$ cat config.mk
export PLATFORM = sky130hd
export DESIGN_NAME = sase_top
export DESIGN_NICKNAME = d
export VERILOG_FILES = /design/src/logic/sase_pkg.sv /design/src/logic/sase_rank_pick.sv /design/src/logic/sase_sticky.sv /design/src/logic/sase_top.sv
export SDC_FILE = /design/constraint.sdc
export NUM_CORES = 1
export LEC_CHECK = 0
export BUFFER_PORTS_ARGS = -buffer_cell sky130_fd_sc_hd__buf_2
export CELL_PAD_IN_SITES_DETAIL_PLACEMENT = 1
export CELL_PAD_IN_SITES_GLOBAL_PLACEMENT = 1
export CORE_ASPECT_RATIO = 2
export CORE_MARGIN = 2
export CORE_UTILIZATION = 27
export CTS_CLUSTER_SIZE = 30
export DETAILED_ROUTE_END_ITERATION = 10
export HOLD_SLACK_MARGIN = 0.15
export MAX_ROUTING_LAYER = met4
export PLACE_DENSITY_LB_ADDON = 0.1
export SYNTH_ARGS = -nofsm -noshare
export SYNTH_HDL_FRONTEND = slang
export SYNTH_SLANG_ARGS = --single-unit
export TNS_END_PERCENT = 30
$ cat constraint.sdc
create_clock -name i_core_clk -period 2.1 [get_ports i_core_clk]
set_clock_uncertainty 0.15 [all_clocks]
set_input_delay 0.21 -clock i_core_clk [delete_from_list [all_inputs] [get_ports i_core_clk]]
set_output_delay 0.21 -clock i_core_clk [all_outputs]
set_load 0.1 [all_outputs]
$ cat src/logic/sase_pkg.sv
// constants and types shared by the alternate status encoder
package sase_pkg;
    // ==========================================================
    // register map (byte addresses, one word each)
    localparam logic [7:0] SASE_ADR_CTRL = 8'h00;
    localparam logic [7:0] SASE_ADR_STATE = 8'h04;
    localparam logic [7:0] SASE_ADR_IRQ_STAT = 8'h08;
    localparam logic [7:0] SASE_ADR_IRQ_MASK = 8'h0C;
    // ==========================================================
    // control field positions and reset value
    localparam int SASE_CTRL_ALT_SEL = 0;
    localparam int SASE_CTRL_SUP_DIS = 1;
    localparam int SASE_CTRL_SIGNED = 2;
    localparam logic [2:0] SASE_CTRL_RST = 3'h0;
    // ==========================================================
    // event bits of the interrupt status and mask registers
    localparam int SASE_IRQ_W = 2;
    localparam int SASE_IRQ_CAPT = 0;
    localparam int SASE_IRQ_EXP = 1;
    localparam logic [1:0] SASE_IRQ_MASK_RST = 2'h0;
    // ==========================================================
    // error source ranks, 1 most urgent, 0 means none
    localparam int SASE_NSRC = 11;
    localparam logic [3:0] SASE_RANK_NONE = 4'h0;
    localparam logic [3:0] SASE_RANK_SPI = 4'h1;
    localparam logic [3:0] SASE_RANK_MISO = 4'h2;
    localparam logic [3:0] SASE_RANK_RESET = 4'h3;
    localparam logic [3:0] SASE_RANK_SUPPLY = 4'h4;
    localparam logic [3:0] SASE_RANK_TEST = 4'h5;
    localparam logic [3:0] SASE_RANK_FMEM = 4'h6;
    localparam logic [3:0] SASE_RANK_URW = 4'h7;
    localparam logic [3:0] SASE_RANK_UPROM = 4'h8;
    localparam logic [3:0] SASE_RANK_TEMP = 4'h9;
    localparam logic [3:0] SASE_RANK_OFFS = 4'hA;
    localparam logic [3:0] SASE_RANK_OSC = 4'hB;
    // ==========================================================
    // status field codes and sensor data error codes
    localparam logic [1:0] SASE_BASIC_ERR = 2'h3;
    localparam logic [1:0] SASE_DET_INFO = 2'h0;
    localparam logic [1:0] SASE_DET_MEM = 2'h1;
    localparam logic [1:0] SASE_DET_MODE = 2'h2;
    localparam logic [1:0] SASE_DET_COMM = 2'h3;
    localparam logic [11:0] SASE_CODE_UNSIGNED = 12'h000;
    localparam logic [11:0] SASE_CODE_SIGNED = 12'h800;
    // ==========================================================
    // content of the sensor data field
    typedef enum logic [1:0] {
        SASE_DM_SENSOR = 2'b00,
        SASE_DM_ERRCODE = 2'b01,
        SASE_DM_ZERO = 2'b11
    } sase_dmode_t;
endpackage

$ cat src/logic/sase_rank_pick.sv
// picks the most urgent active error source
`timescale 1ns/100ps
`default_nettype none
module sase_rank_pick #(
    parameter int N = 11
) (
    input wire logic [N:1] i_src,
    output logic [3:0] o_rank
);
    if (N < 1 || N > 15) begin : g_bad_n
        $error("sase_rank_pick: N must be 1..15");
    end
    // scanning downward lets the lowest active rank overwrite the rest
    always_comb begin
        o_rank = 4'h0;
        for (int k = N; k >= 1; k--) begin
            if (i_src[k]) begin
                o_rank = 4'(k);
            end
        end
    end
endmodule // sase_rank_pick
`default_nettype wire

$ cat src/logic/sase_sticky.sv
// sticky event bits, cleared by writing one, set wins over clear
`timescale 1ns/100ps
`default_nettype none
module sase_sticky #(
    parameter int W = 2
) (
    input wire logic i_core_clk,
    input wire logic i_rst_n,
    input wire logic [W-1:0] i_set,
    input wire logic [W-1:0] i_clr,
    output logic [W-1:0] o_q
);
    if (W < 1) begin : g_bad_w
        $error("sase_sticky: W must be at least 1");
    end
    always_ff @(posedge i_core_clk) begin
        if (!i_rst_n) begin
            o_q <= '0;
        end else begin
            o_q <= (o_q & ~i_clr) | i_set;
        end
    end
endmodule // sase_sticky
`default_nettype wire

$ cat src/logic/sase_top.sv
// alternate status encoder for serial responses, with wishbone registers
`timescale 1ns/100ps
`default_nettype none
// Function
// each sensor data response carries a two-bit detail status naming the error class.
// detail status reflects device state caught at slave select rising edge.
// alternate encoding only while status-format select bit is set, else standard.
// oscillator, offset, temperature errors: basic 11, detail 00, echo, sensor data.
// memory errors: detail 01, zero echo, error code once or more, arming frozen.
// test mode: detail 10, all-zero data, zero echo, arming frozen.
// supply error, suppression clear: zeros until timer expiry, then code; monitor off.
// supply error, suppression set: zeros until timer expiry, no code, arming frozen.
// reset error: detail 10, zero echo, error code, register error response, frozen.
// output line error: basic 11, detail 11, zero echo, code, register error.
// protocol error: detail 11, zero echo, code, register error, arming frozen.
// error code is all zeros for unsigned data, top bit only for signed.
// with several sources active, the lowest rank is encoded.
module sase_top (
    input wire logic i_core_clk,
    input wire logic i_rst_n,
    // wishbone slave
    input wire logic i_wb_cyc,
    input wire logic i_wb_stb,
    input wire logic i_wb_we,
    input wire logic [7:0] i_wb_adr,
    input wire logic [3:0] i_wb_sel,
    input wire logic [31:0] i_wb_dat,
    output logic [31:0] o_wb_dat,
    output logic o_wb_ack,
    // error sources, bit k is the source of rank k
    input wire logic [sase_pkg::SASE_NSRC:1] i_err_src,
    input wire logic i_ss_rise,
    input wire logic i_supply_timer_expired,
    input wire logic [1:0] i_std_basic,
    input wire logic [1:0] i_std_detail,
    // response fields
    output logic [1:0] o_basic_status_field,
    output logic [1:0] o_detail_status_field,
    output logic o_echo_enable,
    output var sase_pkg::sase_dmode_t o_data_mode,
    output logic [11:0] o_err_code,
    output logic o_reg_err_response,
    output logic o_monitor_disable,
    output logic o_arm_freeze,
    output logic o_irq
);
    // ==========================================================
    // register bus
    logic ack_reg;
    logic [31:0] rdat_reg;
    logic [2:0] ctrl_reg;
    logic [1:0] mask_reg;
    logic [1:0] irq_q;
    logic [1:0] irq_clr;
    logic [1:0] irq_set;
    logic [3:0] live_rank;
    logic [3:0] cap_rank_reg;
    logic exp_reg;
    logic wr_fire;
    logic alt_sel;
    logic sup_dis;

    // a write lands on the edge where the master samples ack high
    assign wr_fire = i_wb_cyc && i_wb_stb && i_wb_we && ack_reg && i_wb_sel[0];
    assign alt_sel = ctrl_reg[sase_pkg::SASE_CTRL_ALT_SEL];
    assign sup_dis = ctrl_reg[sase_pkg::SASE_CTRL_SUP_DIS];

    always_ff @(posedge i_core_clk) begin
        if (!i_rst_n) begin
            ack_reg <= 1'b0;
        end else begin
            ack_reg <= i_wb_cyc && i_wb_stb && !ack_reg;
        end
    end

    always_ff @(posedge i_core_clk) begin
        if (!i_rst_n) begin
            rdat_reg <= 32'h0000_0000;
        end else if (i_wb_cyc && i_wb_stb && !ack_reg) begin
            unique case (i_wb_adr)
                sase_pkg::SASE_ADR_CTRL: rdat_reg <= {29'h0, ctrl_reg};
                sase_pkg::SASE_ADR_STATE: rdat_reg <= {28'h0, cap_rank_reg};
                sase_pkg::SASE_ADR_IRQ_STAT: rdat_reg <= {30'h0, irq_q};
                sase_pkg::SASE_ADR_IRQ_MASK: rdat_reg <= {30'h0, mask_reg};
                default: rdat_reg <= 32'h0000_0000;
            endcase
        end
    end

    always_ff @(posedge i_core_clk) begin
        if (!i_rst_n) begin
            ctrl_reg <= sase_pkg::SASE_CTRL_RST;
        end else if (wr_fire && i_wb_adr == sase_pkg::SASE_ADR_CTRL) begin
            ctrl_reg <= i_wb_dat[2:0];
        end
    end

    always_ff @(posedge i_core_clk) begin
        if (!i_rst_n) begin
            mask_reg <= sase_pkg::SASE_IRQ_MASK_RST;
        end else if (wr_fire && i_wb_adr == sase_pkg::SASE_ADR_IRQ_MASK) begin
            mask_reg <= i_wb_dat[1:0];
        end
    end

    assign o_wb_ack = ack_reg;
    assign o_wb_dat = rdat_reg;

    // ==========================================================
    // interrupts
    assign irq_clr = (wr_fire && i_wb_adr == sase_pkg::SASE_ADR_IRQ_STAT) ?
        i_wb_dat[1:0] : 2'h0;
    assign irq_set[sase_pkg::SASE_IRQ_CAPT] = i_ss_rise && live_rank != 4'h0;
    assign irq_set[sase_pkg::SASE_IRQ_EXP] = i_supply_timer_expired && !exp_reg;

    sase_sticky #(
        .W(sase_pkg::SASE_IRQ_W)
    ) u_sticky (
        .i_core_clk(i_core_clk),
        .i_rst_n(i_rst_n),
        .i_set(irq_set),
        .i_clr(irq_clr),
        .o_q(irq_q)
    );

    assign o_irq = |(irq_q & mask_reg);

    // ==========================================================
    // source capture
    sase_rank_pick #(
        .N(sase_pkg::SASE_NSRC)
    ) u_pick (
        .i_src(i_err_src),
        .o_rank(live_rank)
    );

    // held for the whole next frame, so any error code goes out at least once
    always_ff @(posedge i_core_clk) begin
        if (!i_rst_n) begin
            cap_rank_reg <= sase_pkg::SASE_RANK_NONE;
        end else if (i_ss_rise) begin
            cap_rank_reg <= live_rank;
        end
    end

    always_ff @(posedge i_core_clk) begin
        if (!i_rst_n) begin
            exp_reg <= 1'b0;
        end else begin
            exp_reg <= i_supply_timer_expired;
        end
    end

    // ==========================================================
    // encoding
    logic [1:0] basic_next;
    logic [1:0] detail_next;
    logic echo_next;
    sase_pkg::sase_dmode_t mode_next;
    logic regerr_next;
    logic mondis_next;
    logic freeze_next;

    always_comb begin
        basic_next = sase_pkg::SASE_BASIC_ERR;
        detail_next = sase_pkg::SASE_DET_COMM;
        echo_next = 1'b0;
        mode_next = sase_pkg::SASE_DM_ERRCODE;
        regerr_next = 1'b0;
        mondis_next = 1'b0;
        freeze_next = 1'b1;
        unique case (cap_rank_reg)
            sase_pkg::SASE_RANK_OSC,
            sase_pkg::SASE_RANK_OFFS,
            sase_pkg::SASE_RANK_TEMP: begin
                detail_next = sase_pkg::SASE_DET_INFO;
                echo_next = 1'b1;
                mode_next = sase_pkg::SASE_DM_SENSOR;
                freeze_next = 1'b0;
            end
            sase_pkg::SASE_RANK_UPROM,
            sase_pkg::SASE_RANK_URW,
            sase_pkg::SASE_RANK_FMEM: begin
                detail_next = sase_pkg::SASE_DET_MEM;
            end
            sase_pkg::SASE_RANK_TEST: begin
                detail_next = sase_pkg::SASE_DET_MODE;
                mode_next = sase_pkg::SASE_DM_ZERO;
            end
            sase_pkg::SASE_RANK_SUPPLY: begin
                detail_next = sase_pkg::SASE_DET_MODE;
                // zeros until expiry; the code follows only when not suppressed
                mode_next = (i_supply_timer_expired && !sup_dis) ?
                    sase_pkg::SASE_DM_ERRCODE : sase_pkg::SASE_DM_ZERO;
                mondis_next = !sup_dis;
            end
            sase_pkg::SASE_RANK_RESET: begin
                detail_next = sase_pkg::SASE_DET_MODE;
                regerr_next = 1'b1;
            end
            sase_pkg::SASE_RANK_MISO,
            sase_pkg::SASE_RANK_SPI: begin
                detail_next = sase_pkg::SASE_DET_COMM;
                regerr_next = 1'b1;
            end
            default: begin
                // no error, or an unused rank code: normal response
                basic_next = i_std_basic;
                detail_next = i_std_detail;
                echo_next = 1'b1;
                mode_next = sase_pkg::SASE_DM_SENSOR;
                freeze_next = 1'b0;
            end
        endcase
        // the standard map is built elsewhere; only its fields pass here
        if (!alt_sel) begin
            basic_next = i_std_basic;
            detail_next = i_std_detail;
        end
    end

    always_ff @(posedge i_core_clk) begin
        if (!i_rst_n) begin
            o_basic_status_field <= 2'h0;
            o_detail_status_field <= 2'h0;
        end else begin
            o_basic_status_field <= basic_next;
            o_detail_status_field <= detail_next;
        end
    end

    always_ff @(posedge i_core_clk) begin
        if (!i_rst_n) begin
            o_echo_enable <= 1'b1;
            o_data_mode <= sase_pkg::SASE_DM_SENSOR;
            o_reg_err_response <= 1'b0;
            o_monitor_disable <= 1'b0;
            o_arm_freeze <= 1'b0;
        end else begin
            o_echo_enable <= echo_next;
            o_data_mode <= mode_next;
            o_reg_err_response <= regerr_next;
            o_monitor_disable <= mondis_next;
            o_arm_freeze <= freeze_next;
        end
    end

    always_ff @(posedge i_core_clk) begin
        if (!i_rst_n) begin
            o_err_code <= sase_pkg::SASE_CODE_UNSIGNED;
        end else begin
            o_err_code <= ctrl_reg[sase_pkg::SASE_CTRL_SIGNED] ?
                sase_pkg::SASE_CODE_SIGNED : sase_pkg::SASE_CODE_UNSIGNED;
        end
    end
endmodule // sase_top
`default_nettype wire

==> flow_metrics.py, run 1 <==
metrics = {
    "drt": {
        "post_drt_wl_per_cell_um": 12.5,
        "dr.pass1.iters": 4,
        "dr_total_vias": 1353,
        "drc": 0,
        "initialDrtViolationCount": 17,
        "wl_mm": 3.85,
        "avgViaCountPerCell": 4.38,
        "ant_nets": 0,
    },
    "critical_path": {
        "start_kind": "primary input",
        "path_delay_family": "buffers and inverters",
        "cp_max_fo": 4,
        "slowest_delay_ns": 0.52,
        "critical_path_class": "in2reg",
        "crit_chain": "dlygate4sd3_1 > buf_2 > or3_1 > o311a_1 > a31o_2",
        "cp.required_ns": 2.12,
        "worstPathArrival_ns": 1.79,
        "endpoint_kind": "flip-flop",
        "crit_slowest_cell": "dlygate4sd3_1",
        "cp_num_buf_inv": 2,
    },
    "place": {
        "place_ws_ns": 0.299,
        "place_congestion": 0.765,
        "dp.final_hpwl_mm": 3.19,
        "portBuffers": 50,
    },
    "synthesis": {
        "synth_ff_type": "dfxtp_1",
        "yosysWarnings": 0,
        "synth-seq-cells": 28,
        "seq_area_frac_synth": 0.352,
        "avgSynthCellArea_um2": 8.71,
        "synth_area_um2": 1590,
        "synth_cells": 183,
        "synth_edf_count": 0,
        "synth_cell_type_count": 42,
        "synthArstFlopShare": 0,
    },
    "run_status": {
        "status": "finished, final reports clean",
    },
    "global_routing": {
        "grt_use_total": 0.124,
        "grt.busiest_layer": "met2",
        "grt_pass1_wl_mm": 5.98,
        "use_met1": 0.111,
        "grtUsageMet3": 0.0115,
        "grt_pass1_vias": 1326,
        "antenna_found_initial": 0,
        "grt_max_degree": 21,
        "grt-ovfl-total": 0,
        "use_met2": 0.231,
    },
    "sta": {
        "period_minus_slack_ns": 1.77,
        "finalCritPeriodShare": 0.843,
        "setup_viol_count_final": 0,
        "drv_slew": 0,
        "setup_ws_ns": 0.330,
        "rsz0062_at_grt": "no",
        "fmax_mhz": 565,
        "hold_violations": 0,
        "fin_setup_tns_ns": 0,
    },
    "die": {
        "die_y_um": 113,
        "fp-row-count": 39,
        "initial_utilization": 0.279,
        "dieArea_um2": 6570,
        "die_x_um": 58.3,
        "ios": 122,
        "coreArea_um2": 5710,
    },
    "clock_tree": {
        "cts.sinks": 28,
        "post_cts_buffers": 0,
        "clk_latency_ns": 0.27,
        "cts_buffers": 3,
        "htreeDepth": 1,
        "clockRootBuffer": "clkbuf_16",
        "ctsLongestPathBuffers": 2,
        "cts_tree": "yes",
        "clk_pin_slew_ns": 0.07,
    },
    "cells_and_area": {
        "nets": 315,
        "drive_gt1_frac": 0.270,
        "area_growth_pct": 25.4,
        "antenna_cells": 0,
        "fillers": 715,
    },
    "power_and_ir_drop": {
        "power_density_nw_per_um2": 835,
        "p_leak_nw": 0.954,
        "irDropWorstVdd_v": 0.000393,
    },
    "hold_path": {
        "hold_class": "in2reg",
    },
    "flow_run": {
        "maxCapViolations": 0,
    },
}
metrics by stage:
step / total power [mW] / utilization / cells / cell area, µm² / hold WS [ns]
after floorplan: 1.07 / - / 221 / 1740 / 0.154
after global placement: 1.09 / 0.309 / 292 / 1760 / 0.274
after detailed placement: 1.09 / 0.309 / 292 / 1760 / 0.279
after CTS: 1.70 / 0.350 / 309 / 2000 / 0.164
after global routing: 1.73 / 0.350 / 309 / 2000 / 0.181
final: 1.67 / 0.350 / 309 / 2000 / 0.157
area by class of cell:
cell class	count	area, µm²	area share
clock inverter	1	30.0	0.0150
clock buffer	3	75.1	0.0376
multi-input combinational	142	820	0.410
sequential	28	561	0.281
tap	61	76.3	0.0382
timing repair buffer	67	410	0.205
inverter	7	26.3	0.0131
placed cells by master (no fill, tap or decap), types with 3 or more instances in the layout:
cell,netlist,final
buf_2,0,50
conb_1,1,39
dfxtp_1,28,28
nand2_1,23,23
dlygate4sd3_1,0,13
nor2_1,9,9
inv_1,7,7
nand3_1,6,6
a21boi_0,6,6
o21ai_0,5,5
a21oi_1,5,5
mux2i_1,5,5
buf_4,40,4
nor2b_1,3,3
a211oi_1,3,3
and3_1,3,3
o21a_1,3,3
nand2b_1,3,3
clkbuf_16,0,3
per-layer routing:
metal / share of wire / vias up
li1: - / 676
met3: 0.049 / 7
met5: 0 / -
met4: 0.029 / 0
met1: 0.33 / 618
met2: 0.59 / 52
logic make-up after synthesis:
group,count (synthesis),synth area share
AND/OR/NAND/NOR,65,0.225
buffers and inverters,51,0.224
AO/OA/AOI/OAI,30,0.130
flip-flops,28,0.352
multiplexers,8,0.0667
other,1,0.00235
tightest hold or removal path, stage by stage:
cell	delay (ns)
buf_2	0.15
nand4_1	0.10
a21boi_0	0.07
cell usage after synthesis (all sizes together) (2+ instances only):
library cell / instances / area (µm²)
buf: 41 / 312
dfxtp: 28 / 561
nand2: 23 / 86.3
nor2: 9 / 33.8
inv: 7 / 26.3
a21boi: 6 / 45.0
nand3: 6 / 30.0
a21oi: 5 / 25.0
mux2i: 5 / 50.1
o21ai: 5 / 25.0
a211oi: 3 / 22.5
and3: 3 / 18.8
nand2b: 3 / 18.8
nor2b: 3 / 18.8
nor3: 3 / 26.3
o21a: 3 / 22.5
and2: 2 / 12.5
clkbuf: 2 / 7.51
mux4: 2 / 45.0
nand4: 2 / 12.5
nor4: 2 / 27.5
o31ai: 2 / 15.0
or3: 2 / 12.5
or4: 2 / 18.8
final timing paths:
check        slack (ns)                         start  depth (start not counted)                                   to
max                0.33                  i_err_src[2]                          5           u_sticky.o_q[0]$_SDFF_PN0_
min                0.16                   i_wb_adr[2]                          3             o_wb_dat[3]$_SDFFE_PN0P_
max reg2reg        0.51  cap_rank_reg[3]$_SDFFE_PN0P_                          4  o_detail_status_field[0]$_SDFF_PN0_
min reg2reg        0.30      o_wb_dat[0]$_SDFFE_PN0P_                          2             o_wb_dat[0]$_SDFFE_PN0P_
timing repair:
item,in CTS,in global routing
endpoints found under the setup margin,0,0
hold buffers,13,0
hold endpoints to repair,16,0
resized for setup,0,0
report_power, final:
group	switching (mW)	internal (mW)	leakage (nW)
combinational	0.457	0.0821	0.674
clock	0.192	0.380	0.0511
sequential	0.00785	0.549	0.229
total	0.657	1.01	0.954
No activity file was read; power rests on OpenSTA's default activity.
==> run 2: changes to the inputs <==
==> constraint.sdc (replaced) <==
create_clock -name i_core_clk -period 1.7 [get_ports i_core_clk]
set_clock_uncertainty 0.15 [all_clocks]
set_input_delay 0.17 -clock i_core_clk [delete_from_list [all_inputs] [get_ports i_core_clk]]
set_output_delay 0.17 -clock i_core_clk [all_outputs]
set_load 0.1 [all_outputs]
==> run 2 against run 1 <==
  * Via count increased by 3.5%
  * Cell count increased by 3.2%
  * Highest routed layer unchanged
  * Largest cell class unchanged
  * Combinational power increased by 27%
  * Sequential cell count unchanged
  * Critical path depth increased by 1
  * Hold slack improved by 0.039 ns
  * Register-to-register slack got worse by 0.36 ns
  * Power increased by 24%
  * Routed wire length increased by 3.9%
  * Sequential power increased by 24%
  * Critical path type unchanged
  * Die area unchanged
  * Clock power increased by 22%
==> flow_metrics.py, run 2 (synthesized netlist as in run 1, its figures left out) <==
metrics = {
    "cells_and_area": {
        "drive_gt1_frac": 0.291,
        "antenna_cells": 0,
        "area_growth_pct": 31.3,
        "final_area_um2": 2090,
        "layout_common_cells": "50 x buf_2, 39 x conb_1, 27 x dfxtp_1",
        "fillers": 721,
        "nets": 325,
        "final_common_cell": "buf_2",
        "final_util": 0.367,
    },
    "place": {
        "placed_area_um2": 1800,
        "portBuffers": 50,
        "dp.final_hpwl_mm": 3.34,
        "place_congestion": 0.798,
    },
    "drt": {
        "post_drt_wl_per_cell_um": 12.5,
        "drc": 0,
        "avgViaCountPerCell": 4.39,
        "dr.pass1.iters": 3,
        "dr_total_vias": 1401,
        "ant_nets": 0,
        "wl_mm": 4.00,
        "initialDrtViolationCount": 16,
    },
    "sta": {
        "setup_viol_count_final": 0,
        "hold_ws_ns": 0.195,
        "drv_slew": 0,
        "rsz0062_at_grt": "no",
        "period_minus_slack_ns": 1.62,
        "hold_violations": 0,
        "fmax_mhz": 618,
        "finalCritPeriodShare": 0.952,
    },
    "global_routing": {
        "grt_use_total": 0.134,
        "grt-ovfl-total": 0,
        "grt_max_degree": 17,
        "antenna_found_initial": 0,
        "grt_pass1_wl_mm": 6.39,
        "grt_pass1_vias": 1437,
    },
    "power_and_ir_drop": {
        "p_comb_frac": 0.330,
        "switching_share": 0.390,
        "p_leak_nw": 1.00,
        "p_switching_uw": 807,
        "p_total_mw": 2.07,
        "irDropWorstVdd_v": 0.000615,
        "p_int_mw": 1.26,
        "power_frac_seq": 0.333,
        "clkPwrFrac": 0.337,
        "power_density_nw_per_um2": 988,
    },
    "clock_tree": {
        "clockRootBuffer": "clkbuf_16",
        "ctsLongestPathBuffers": 2,
        "htreeDepth": 1,
        "cts_tree": "yes",
        "clk_latency_ns": 0.27,
        "cts_buffers": 3,
        "cts.sinks": 28,
        "clk_pin_slew_ns": 0.07,
    },
    "die": {
        "initial_utilization": 0.279,
        "die_y_um": 113,
        "fp-row-count": 39,
        "dieArea_um2": 6570,
        "coreArea_um2": 5710,
        "ios": 122,
        "die_x_um": 58.3,
    },
    "critical_path": {
        "crit_chain": "dlygate4sd3_1 > buf_2 > nor2_2 > nand2_1 > o311a_1 > a31o_2",
        "cp_num_buf_inv": 2,
        "critical_path_class": "in2reg",
        "endpoint_kind": "flip-flop",
        "cp.required_ns": 1.71,
        "worstReg2RegStart": "cap_rank_reg[3]$_SDFFE_PN0P_",
        "critPathLaunch": "i_err_src[4]",
        "crit_slowest_cell": "dlygate4sd3_1",
        "worstPathArrival_ns": 1.63,
        "start_kind": "primary input",
        "path_delay_family": "buffers and inverters",
        "slowest_delay_ns": 0.53,
        "cp_max_fo": 3,
    },
    "hold_path": {
        "hold_class": "in2reg",
        "min_from": "i_wb_adr[3]",
    },
    "flow_run": {
        "maxCapViolations": 0,
    },
    "run_status": {
        "status": "finished, final reports clean",
    },
}
-- run 2: path summary, 6_finish.rpt --
| check | depth (start not counted) | slack [ns] | endpoint |
|---|---|---|---|
| hold reg to reg | 2 | 0.31 | o_wb_dat[3]$_SDFFE_PN0P_ |
| setup reg to reg | 4 | 0.15 | o_detail_status_field[0]$_SDFF_PN0_ |
| setup / recovery | 6 | 0.08 | u_sticky.o_q[0]$_SDFF_PN0_ |
| hold / removal | 3 | 0.20 | u_sticky.o_q[0]$_SDFF_PN0_ |
-- run 2: power groups by stage --
stage	logic [mW]	registers, mW	clock network, mW
3_3_place_gp	0.647	0.704	0
5_1_grt	0.713	0.691	0.749
2_1_floorplan	0.520	0.807	0
6_report	0.683	0.688	0.698
3_5_place_dp	0.651	0.704	0
4_1_cts	0.683	0.689	0.726
-- run 2: stage by stage --
step	setup WS (ns)	cells	setup TNS (ns)
after floorplan	0.0208	221	0
after detailed placement	-0.0355	297	-0.0813
final	0.0823	319	0
after global placement	-0.0146	297	-0.0316
after CTS	0.0154	319	0
after global routing	0.0115	319	0
-- run 2: layout make-up --
cell class / count / area [µm²] / area share
tap: 61 / 76.3 / 0.0365
multi-input combinational: 142 / 826 / 0.395
timing repair buffer: 77 / 498 / 0.238
clock inverter: 1 / 30.0 / 0.0143
sequential: 28 / 562 / 0.268
clock buffer: 3 / 75.1 / 0.0359
inverter: 7 / 26.3 / 0.0126
-- run 2: worst min-delay path, stage by stage --
cell,delay (ns)
buf_2,0.15
nand4_1,0.11
a31o_2,0.14
-- run 2: repair_timing --
action,in CTS,in global routing
endpoints found under the hold margin,19,0
hold buffers,18,0
endpoints found under the setup margin,0,2
gates resized for setup,0,2
buffers inserted,0,0
-- run 2: per-layer routing --
metal,global-route usage,vias up,share of wire
met4,0.0775,0,0.031
li1,-,702,-
met2,0.270,50,0.63
met3,0.00806,7,0.043
met1,0.108,642,0.30
met5,-,-,0
==> run 3: changes to the inputs <==
--- a/config.mk
+++ b/config.mk
@@ -15,8 +15,9 @@
 export DETAILED_ROUTE_END_ITERATION = 10
 export HOLD_SLACK_MARGIN = 0.15
 export MAX_ROUTING_LAYER = met4
-export PLACE_DENSITY_LB_ADDON = 0.1
+export PLACE_DENSITY = 0.79
+export SETUP_SLACK_MARGIN = 0.1
 export SYNTH_ARGS = -nofsm -noshare
 export SYNTH_HDL_FRONTEND = slang
 export SYNTH_SLANG_ARGS = --single-unit
-export TNS_END_PERCENT = 30
+export TNS_END_PERCENT = 1
==> run 3 against run 2 <==
  * Via count increased by 1.7%
  * Largest cell class unchanged
  * Final area decreased by 3.4%
  * Power decreased by 8.1%
  * Sequential power about the same
  * Fmax increased by 7.7%
  * Critical path type is now reg2reg
  * First-iteration DRC count increased by 13%
  * Critical endpoint is now o_detail_status_field[0]$_SDFF_PN0_
  * Combinational power decreased by 1%
  * Routed wire length decreased by 1.2%
  * Global-route usage decreased by 0.48 points
  * Sequential share of layout area increased by 1.1 points
  * Sequential cell count unchanged
  * Non-clock buffer count decreased by 6
  * Largest power group is now registers
==> flow_metrics.py, run 3 (synthesized netlist as in run 1, its figures left out) <==
metrics = {
    "global_routing": {
        "grt_pass1_wl_mm": 6.33,
        "antenna_found_initial": 0,
        "grt_use_total": 0.129,
        "grt_pass1_vias": 1394,
        "grt_max_degree": 31,
        "grt-ovfl-total": 0,
    },
    "place": {
        "dp.final_hpwl_mm": 3.11,
        "place_congestion": 0.782,
        "placed_area_um2": 1780,
        "portBuffers": 50,
    },
    "clock_tree": {
        "ctsLongestPathBuffers": 2,
        "clk_pin_slew_ns": 0.07,
        "clockRootBuffer": "clkbuf_16",
        "cts.sinks": 28,
        "cts_buffers": 3,
        "htreeDepth": 1,
        "clk_latency_ns": 0.27,
        "cts_tree": "yes",
    },
    "cells_and_area": {
        "nets": 319,
        "drive_gt1_frac": 0.282,
        "final_common_cell": "buf_2",
        "area_growth_pct": 26.8,
        "layout_common_cells": "49 x buf_2, 39 x conb_1, 27 x dfxtp_1",
        "antenna_cells": 0,
        "final_area_um2": 2020,
        "final_util": 0.354,
    },
    "die": {
        "die_x_um": 58.3,
        "die_y_um": 113,
        "fp-row-count": 39,
        "dieArea_um2": 6570,
        "initial_utilization": 0.279,
        "coreArea_um2": 5710,
        "ios": 122,
    },
    "sta": {
        "period_minus_slack_ns": 1.50,
        "fin_setup_tns_ns": 0,
        "drv_slew": 0,
        "rsz0062_at_grt": "yes",
        "finalCritPeriodShare": 0.884,
        "hold_violations": 0,
        "fmax_mhz": 665,
        "setup_viol_count_final": 0,
    },
    "drt": {
        "initialDrtViolationCount": 18,
        "drc": 0,
        "wl_mm": 3.95,
        "ant_nets": 0,
        "avgViaCountPerCell": 4.55,
        "post_drt_wl_per_cell_um": 12.6,
        "dr.pass1.iters": 3,
        "dr_total_vias": 1425,
    },
    "flow_run": {
        "maxCapViolations": 0,
    },
    "power_and_ir_drop": {
        "p_leak_nw": 0.956,
        "power_density_nw_per_um2": 941,
        "irDropWorstVdd_v": 0.000717,
    },
    "critical_path": {
        "cp.required_ns": 1.69,
        "start_kind": "flip-flop",
        "endpoint_kind": "flip-flop",
        "cp_max_fo": 3,
        "worstPathArrival_ns": 1.49,
        "critical_path_class": "reg2reg",
    },
    "hold_path": {
        "hold_class": "in2reg",
    },
    "run_status": {
        "status": "finished, final reports clean",
    },
}
run 3: layer usage:
| metal | up-vias | GRT usage | routed length (µm) |
|---|---|---|---|
| met5 | - | - | 0 |
| met4 | 0 | 0.0729 | 144 |
| li1 | 688 | - | - |
| met3 | 9 | 0.0115 | 215 |
| met1 | 664 | 0.111 | 1280 |
| met2 | 64 | 0.252 | 2320 |
run 3: what timing repair did:
action | in CTS | in global routing
hold endpoints to repair | 17 | 0
buffers inserted | 0 | 0
resized for setup | 0 | 4
hold buffers | 15 | 0
endpoints found under the setup margin | 0 | 4
run 3: worst paths after layout:
path / from / endpoint / slack, ns / depth (start not counted)
setup reg to reg: cap_rank_reg[3]$_SDFFE_PN0P_ / o_detail_status_field[0]$_SDFF_PN0_ / 0.20 / 4
hold reg to reg: ctrl_reg[2]$_SDFFE_PN0P_ / o_err_code[11]$_SDFF_PN0_ / 0.32 / 2
setup / recovery: cap_rank_reg[3]$_SDFFE_PN0P_ / o_detail_status_field[0]$_SDFF_PN0_ / 0.20 / 4
hold / removal: i_wb_adr[2] / o_wb_dat[3]$_SDFFE_PN0P_ / 0.14 / 3
run 3: critical path, stage by stage (launching register included):
cell	delay (ns)
dfxtp_1	0.32
or4_4	0.54
and3_4	0.19
o21ai_1	0.13
a21oi_1	0.05
run 3: report_power, final:
group,leakage [nW],internal (mW),switching [mW]
clock network,0.0382,0.321,0.220
registers,0.230,0.678,0.00915
logic,0.688,0.106,0.567
total,0.956,1.11,0.796
run 3: area by class of cell:
class,count,area (µm²)
clock buffer,4,78.8
fill,715,3690
inverter,7,26.3
multi-input combinational,142,828
sequential,28,564
tap,61,76.3
timing repair buffer,71,448
run 3: stage by stage:
stage	cells	worst slack, ns	hold WS (ns)	power (mW)
final	313	0.197	0.145	1.90
after global routing	313	0.0983	0.182	1.97
after CTS	313	0.122	0.164	1.91
after detailed placement	294	-0.0840	0.241	1.34
after global placement	294	-0.0169	0.232	1.34
after floorplan	221	0.0770	0.114	1.33
